File: src/cmpc_cfg.svh
/*
 register offsets, field positions, reset values and timing counts of the
 comparator control block; included by the package users, defines only
*/
`ifndef CMPC_CFG_SVH
`define CMPC_CFG_SVH
// ==========================================================================
// register offsets
`define CMPC_OFS_MAIN 8'h00
`define CMPC_OFS_MUX 8'h02
`define CMPC_OFS_IRQEN 8'h06
`define CMPC_OFS_STATUS 8'h07
// ==========================================================================
// main control fields
`define CMPC_MAIN_ENABLE 0
`define CMPC_MAIN_HYS_LO 1
`define CMPC_MAIN_HYS_HI 2
`define CMPC_MAIN_LOWPWR 3
`define CMPC_MAIN_EDGE_LO 4
`define CMPC_MAIN_EDGE_HI 5
`define CMPC_MAIN_PADEN 6
`define CMPC_MAIN_STDBY 7
// ==========================================================================
// multiplexer control fields
`define CMPC_MUX_NEG_LO 0
`define CMPC_MUX_NEG_HI 1
`define CMPC_MUX_POS_LO 3
`define CMPC_MUX_POS_HI 4
`define CMPC_MUX_INVERT 7
// ==========================================================================
// interrupt and status fields
`define CMPC_IRQ_BIT 0
`define CMPC_STAT_STATE 4
// ==========================================================================
// reset values and writable masks
`define CMPC_RST_MAIN 8'h00
`define CMPC_RST_MUX 8'h00
`define CMPC_RST_IRQEN 8'h00
`define CMPC_MASK_MUX 8'h9B
`define CMPC_MASK_IRQEN 8'h01
// ==========================================================================
// synchroniser depth: state visible three cycles after the output moves
`define CMPC_SYNC_STAGES 3
`endif

File: src/cmpc_pkg.sv
/*
 types of the comparator control block; constants live in cmpc_cfg.svh
*/
package cmpc_pkg;
	// edge selection codes for the interrupt flag
	typedef enum logic [1:0]
	{
		CMPC_EDGE_BOTH = 2'h0,
		CMPC_EDGE_RSVD = 2'h1,
		CMPC_EDGE_FALL = 2'h2,
		CMPC_EDGE_RISE = 2'h3
	} cmpc_edge_e;
	// controls toward the analog core
	typedef struct packed
	{
		logic enable;
		logic low_power_select;
		logic [1:0] hysteresis_level;
		logic [1:0] positive_input_select;
		logic [1:0] negative_input_select;
	} cmpc_analog_s;
	// register port request
	typedef struct packed
	{
		logic [7:0] addr;
		logic [7:0] wdata;
		logic wr;
		logic rd;
	} cmpc_bus_s;
endpackage : cmpc_pkg

File: src/cmpc_sync.sv
/*
 multi-stage synchroniser for one level
 assumes: input asynchronous to clk_sys, rst synchronous active high
*/
`timescale 1ns/10ps
module cmpc_sync #(
	parameter int STAGES = 3
) (
	input wire logic clk_sys,
	input wire logic rst,
	input wire logic din,
	output logic dout
);
	logic [STAGES-1:0] chain;
	// ======================================================================
	// shift chain; only the next stage reads each flop
	always_ff @(posedge clk_sys)
	begin
		if (rst)
			chain <= '0;
		else
			chain <= {chain[STAGES-2:0], din};
	end
	assign dout = chain[STAGES-1];
endmodule : cmpc_sync

File: src/cmpc_regs.sv
/*
 digital control and status of an analog comparator: register file,
 analog core controls, output inversion, state synchroniser, edge flag,
 interrupt request, event and pad outputs.
 assumes: one clock clk_sys, synchronous active high rst, byte register port
 with read data one cycle after the read strobe; the analog core's raw output
 is asynchronous. standby gating of clk_sys is done outside this block.
*/
// Design decision made here: the strobed register port.
// Function
// - the two-bit hysteresis field at bits 2:1 drives the core's hysteresis control.
// - control bit 0 switches the comparator on while set and off while clear.
// - multiplexer bit 7 inverts the output for every consumer and the flag logic.
// - bits 4:3 pick positive pin n for code n.
// - bits 1:0 pick negative pin 0, pin 1, the reference or the converter output.
// - interrupt control bit 0 enables the comparator interrupt.
// - status bit 4 shows the output through a synchroniser, three cycles late.
// - status bit 0 is the flag, cleared by writing one, untouched by zero.
// - a two-bit field picks both edges, falling only or rising only (code 1 reserved).
// - the request is high, one cycle late, while the flag is set and the enable is one.
// - the pad carries the output only while the pad enable is set.
// - bit 7 is passed out as keep-running in standby; events and pad update only on clk_sys edges.
`timescale 1ns/10ps
`include "cmpc_cfg.svh"
module cmpc_regs (
	input wire logic clk_sys,
	input wire logic rst,
	input wire cmpc_pkg::cmpc_bus_s bus,
	output logic [7:0] rdata,
	input wire logic raw_out,
	output cmpc_pkg::cmpc_analog_s analog_ctrl,
	output logic keep_running_in_standby,
	output logic event_out,
	output logic pad_out,
	output logic pad_oe,
	output logic irq
);
	logic [7:0] main_ctrl;
	logic [7:0] mux_ctrl;
	logic [7:0] irq_en_ctrl;
	logic compare_irq_bit;
	logic state_sync;
	logic state_prev;
	logic edge_rise;
	logic edge_fall;
	logic edge_hit;
	logic clear_flag;
	logic raw_sync;
	logic [7:0] next_rdata;
	cmpc_pkg::cmpc_edge_e irq_edge_select;

	// ======================================================================
	// register writes
	always_ff @(posedge clk_sys)
	begin
		if (rst)
			main_ctrl <= `CMPC_RST_MAIN;
		else if (bus.wr && bus.addr == `CMPC_OFS_MAIN)
			main_ctrl <= bus.wdata;
	end

	always_ff @(posedge clk_sys)
	begin
		if (rst)
			mux_ctrl <= `CMPC_RST_MUX;
		else if (bus.wr && bus.addr == `CMPC_OFS_MUX)
			mux_ctrl <= bus.wdata & `CMPC_MASK_MUX;
	end

	always_ff @(posedge clk_sys)
	begin
		if (rst)
			irq_en_ctrl <= `CMPC_RST_IRQEN;
		else if (bus.wr && bus.addr == `CMPC_OFS_IRQEN)
			irq_en_ctrl <= bus.wdata & `CMPC_MASK_IRQEN;
	end

	// ======================================================================
	// controls toward the analog core, all registered
	always_ff @(posedge clk_sys)
	begin
		if (rst)
		begin
			analog_ctrl <= '0;
			keep_running_in_standby <= 1'b0;
		end
		else
		begin
			analog_ctrl.enable <= main_ctrl[`CMPC_MAIN_ENABLE];
			analog_ctrl.low_power_select <= main_ctrl[`CMPC_MAIN_LOWPWR];
			analog_ctrl.hysteresis_level <=
				main_ctrl[`CMPC_MAIN_HYS_HI:`CMPC_MAIN_HYS_LO];
			analog_ctrl.positive_input_select <=
				mux_ctrl[`CMPC_MUX_POS_HI:`CMPC_MUX_POS_LO];
			analog_ctrl.negative_input_select <=
				mux_ctrl[`CMPC_MUX_NEG_HI:`CMPC_MUX_NEG_LO];
			keep_running_in_standby <= main_ctrl[`CMPC_MAIN_STDBY];
		end
	end

	// ======================================================================
	// output inversion behind the synchroniser; pad and event one flop later
	assign state_sync = raw_sync ^ mux_ctrl[`CMPC_MUX_INVERT];
	always_ff @(posedge clk_sys)
	begin
		if (rst)
		begin
			event_out <= 1'b0;
			pad_out <= 1'b0;
			pad_oe <= 1'b0;
		end
		else
		begin
			event_out <= state_sync & main_ctrl[`CMPC_MAIN_ENABLE];
			pad_out <= state_sync & main_ctrl[`CMPC_MAIN_ENABLE];
			pad_oe <= main_ctrl[`CMPC_MAIN_PADEN];
		end
	end

	// ======================================================================
	// synchroniser on the raw pin; no logic reads the pin ahead of it
	cmpc_sync #(
		.STAGES(`CMPC_SYNC_STAGES)
	) u_sync (
		.clk_sys(clk_sys),
		.rst(rst),
		.din(raw_out),
		.dout(raw_sync)
	);

	// ======================================================================
	// edge detection on the synchronised value
	always_ff @(posedge clk_sys)
	begin
		if (rst)
			state_prev <= 1'b0;
		else
			state_prev <= state_sync;
	end

	assign irq_edge_select = cmpc_pkg::cmpc_edge_e'(main_ctrl[`CMPC_MAIN_EDGE_HI:`CMPC_MAIN_EDGE_LO]);
	assign edge_rise = state_sync & ~state_prev;
	assign edge_fall = ~state_sync & state_prev;

	// edge mode decode
	always_comb
	begin
		unique case (irq_edge_select)
			cmpc_pkg::CMPC_EDGE_BOTH: edge_hit = edge_rise | edge_fall;
			cmpc_pkg::CMPC_EDGE_RSVD: edge_hit = 1'b0;
			cmpc_pkg::CMPC_EDGE_FALL: edge_hit = edge_fall;
			cmpc_pkg::CMPC_EDGE_RISE: edge_hit = edge_rise;
		endcase
	end

	// ======================================================================
	// interrupt flag: write one clears, an edge in the same cycle wins
	assign clear_flag = bus.wr && bus.addr == `CMPC_OFS_STATUS && bus.wdata[`CMPC_IRQ_BIT];
	always_ff @(posedge clk_sys)
	begin
		if (rst)
			compare_irq_bit <= 1'b0;
		else if (edge_hit && main_ctrl[`CMPC_MAIN_ENABLE])
			compare_irq_bit <= 1'b1;
		else if (clear_flag)
			compare_irq_bit <= 1'b0;
	end

	// level request
	always_ff @(posedge clk_sys)
	begin
		if (rst)
			irq <= 1'b0;
		else
			irq <= compare_irq_bit & irq_en_ctrl[`CMPC_IRQ_BIT];
	end

	// ======================================================================
	// read data, one cycle after the strobe; unmapped reads zero
	always_comb
	begin
		next_rdata = 8'h00;
		if (bus.rd)
		begin
			unique case (bus.addr)
				`CMPC_OFS_MAIN: next_rdata = main_ctrl;
				`CMPC_OFS_MUX: next_rdata = mux_ctrl;
				`CMPC_OFS_IRQEN: next_rdata = irq_en_ctrl;
				`CMPC_OFS_STATUS:
				begin
					next_rdata[`CMPC_STAT_STATE] = state_sync;
					next_rdata[`CMPC_IRQ_BIT] = compare_irq_bit;
				end
				default: next_rdata = 8'h00;
			endcase
		end
	end

	always_ff @(posedge clk_sys)
	begin
		if (rst)
			rdata <= 8'h00;
		else
			rdata <= next_rdata;
	end
endmodule : cmpc_regs

File: config.mk
export PLATFORM = sky130hd
export DESIGN_NAME = cmpc_regs
export DESIGN_NICKNAME = d
export VERILOG_FILES = /design/src/cmpc_pkg.sv /design/src/cmpc_sync.sv /design/src/cmpc_regs.sv
export VERILOG_INCLUDE_DIRS = /design/src
export SDC_FILE = /design/constraint.sdc
export NUM_CORES = 1
export LEC_CHECK = 0
export BUFFER_PORTS_ARGS = -buffer_cell sky130_fd_sc_hd__clkbuf_2
export CORE_ASPECT_RATIO = 0.6
export CORE_MARGIN = 3
export CORE_UTILIZATION = 53
export DETAILED_ROUTE_END_ITERATION = 6
export PLACE_DENSITY = 0.82
export SYNTH_ARGS = -nofsm -noshare
export SYNTH_HDL_FRONTEND = slang
export SYNTH_HIERARCHICAL = 1
export SYNTH_SLANG_ARGS = --single-unit
File: constraint.sdc
create_clock -name clk_sys -period 2.1 [get_ports clk_sys]
set_input_delay 0.21 -clock clk_sys [delete_from_list [all_inputs] [get_ports clk_sys]]
set_output_delay 0.21 -clock clk_sys [all_outputs]
set_load 0.01 [all_outputs]
==> results.md <==
- CTS tree: built
- Fill count: 176
- Die width: 72.5 um
- Setup TNS: 0 ns
- Post-layout minimum cycle time: 1.30 ns
- Antenna violations before repair: 0
- Clock Path Buffers: 2
- First-pass GRT wire length: 4510 um
- Final core occ: 73.6%
- WL/cell: 13.5 um
- Synth top area share: 55.6%
- Worst slack at placement: 0.513 ns
- Post-synthesis register bit count: 39
- Post-CTS Resized: 0
- Rows: 13
- Worst setup EP type: flip-flop
- Vias per cell: 5.11
- Power Density: 777 nW/um^2
- Number of port buffers: 41
- Peak supply drop: 0.524 mV
- CP max FO: 5
- Status: completed
- # setup viols final: 0
- Setup repair bufs after CTS: 0
- H-tree depth: 2
- Area grow syn2layout: 22.6%
- Vias: 1,058
- Syn Inst Count: 133
- CTS root buf: clkbuf_8
- Slew margin rel.: 68.8%
- Ranking of synthesized cells by area: dfxtp_1 (56%), mux2i_1 (12%), nor2b_1 (6.7%)
- Met1 Wirelength: 1240 um
- LEAKAGE: 0.865 nW
- Max cap viols: 0
- Hold Buf Count CTS: 0
- IO Count: 42
- WP data arrival: 1.48 ns
- Register area share after synthesis: 55.6%
- Post-DP Area: 1620 sq um
- Routed WL: 2800 um
- Post-DP HPWL: 2130 um
- Worst-path clk slew: 0.07 ns
- First DRT Iteration DRCs: 28
- First-pass DRT Iterations: 4
- FMAX: 772 MHz
- Layout cells sized above 1: 31.6%
- Max Clock Skew: 0.00446 ns
- Global-route usage over all layers: 18.8%
- Grt total ovfl: 0
- Post-synth EDFFs: 0
- Antenna violation net count after detailed routing: 0
- Total Nets Final: 197
- Fin crit share: 61.7%
- Hold WS: 0.157 ns
- RSZ-0062 raised after global routing: no
- Top-count cell post-synth: dfxtp_1
- Initial cell density of the core: 60.0%
- Post-route setup slack: 0.805 ns
- Die H: 45.9 um
- Cell variety after synth: 32
- Worst setup path category: reg -> reg
- Synthesized area per cell: 10.6 sq um
- # clock sinks: 39
- Hold Vio Cnt, Final: 0
- Die ar.: 3330 sq um
- Ys Warns: 6
- Type of origin of the critical path: flip-flop
- RD Place Congestion: 0.843
- Post-Syn Area: 1410 sq um
- Top cell type by total area after synthesis: dfxtp_1
- Vias in the first global route: 1,047
- CORE AREA: 2340 sq um
- Most common library cells after synthesis: dfxtp_1 (39), nor2_1 (23), mux2i_1 (17)
- Async set-reset flop share out of synthesis: 0%
- DRC viols: 0
- Largest net degree at the start of global routing: 30
- Met2 routed WL: 1300 um
- Cell Count Post-Placement: 199
- TritonCTS buffer count: 5
- # diodes: 0
- Syn Nets: 154
- HP Class: in -> reg
- Total Power: 1.34 mW
- Metal3 WL: 192 um
- Pins Over Slew Limit: 0
- Worst Path Required: 2.28 ns
- Tightest Pin Transition: 0.463 ns
- R2R setup slack: 0.80 ns
- Post-route insts no fill: 207
- Clk_lat worst skew: 0.29 ns
- Top Metal Used: met4
- Predominant post-synthesis flop cell: dfxtp_1
- Post-route cell area: 1720 sq um
[state kept, by name, indices dropped and copies added, names as in the netlist]
name,cells
compare_irq_bit,1
analog_ctrl,8
irq,1
u_sync/chain,3
keep_running_in_standby,1
irq_en_ctrl,1
main_ctrl,8
state_prev,1
pad_out,1
pad_oe,1
mux_ctrl,5
rdata,8
[logic make-up after synthesis]
family                    share of synthesized area, %
xor gates and xnor gates                         0.623
muxes                                             13.7
DFF                                               55.6
AOI/OAI and AO/OA                                 3.65
and+or+nand+nor                                   23.3
buffers and inverters                             3.12
[power by group]
group / internal [mW] / total [mW] / switching [mW]
combinational: 0.0257 / 0.0622 / 0.0365
sequential: 0.743 / 0.744 / 0.00118
clock: 0.299 / 0.533 / 0.234
total: 1.07 / 1.34 / 0.272
[worst max-delay path: stages (launching register included)]
cell and delay, ns:
dfxtp_1 0.33, xnor2_1 0.40, a211o_1 0.15, o21ai_0 0.10, a32o_1 0.22
[cell type report]
class	instances	area, sq um	share of cell area (%)
Sequential cell	39	781	45.3
Multi-Input combinational cell	86	581	33.7
Timing Repair Buffer	43	220	12.8
Clock buffer	8	100	5.81
Tap cell	30	37.5	2.18
Inverter	1	3.75	0.218
[layout by cell type (no fill, tap or decap), drive strengths merged, types with 2 or more instances in the layout]
| cell type | Yosys | routed |
|---|---|---|
| nand4 | 3 | 3 |
| mux2i | 17 | 17 |
| mux2 | 2 | 2 |
| buf | 3 | 2 |
| nand2 | 3 | 3 |
| clkbuf | 4 | 49 |
| nor2b | 15 | 15 |
| nor2 | 24 | 24 |
| dfxtp | 39 | 39 |
| and2 | 3 | 3 |
| nand3 | 2 | 2 |
| and3 | 2 | 2 |
| nor3 | 2 | 2 |
[metal layers]
metal	up-vias	GRT usage, %
met2	30	30.7
met3	9	9.47
li1	533	-
met4	0	9.56
met5	-	0
met1	486	20.6
[final timing paths]
path                                                  from                           end  depth (start not counted)
worst max-delay path              mux_ctrl[7]$_SDFFE_PP0P_  compare_irq_bit$_SDFFE_PP0P_                          4
worst min-delay path                                bus[4]     main_ctrl[2]$_SDFFE_PP0P_                          3
worst max register to register    mux_ctrl[7]$_SDFFE_PP0P_  compare_irq_bit$_SDFFE_PP0P_                          4
worst min register to register  u_sync/chain[1]$_SDFF_PP0_    u_sync/chain[2]$_SDFF_PP0_                          1
(Power assumes the default switching activity.)
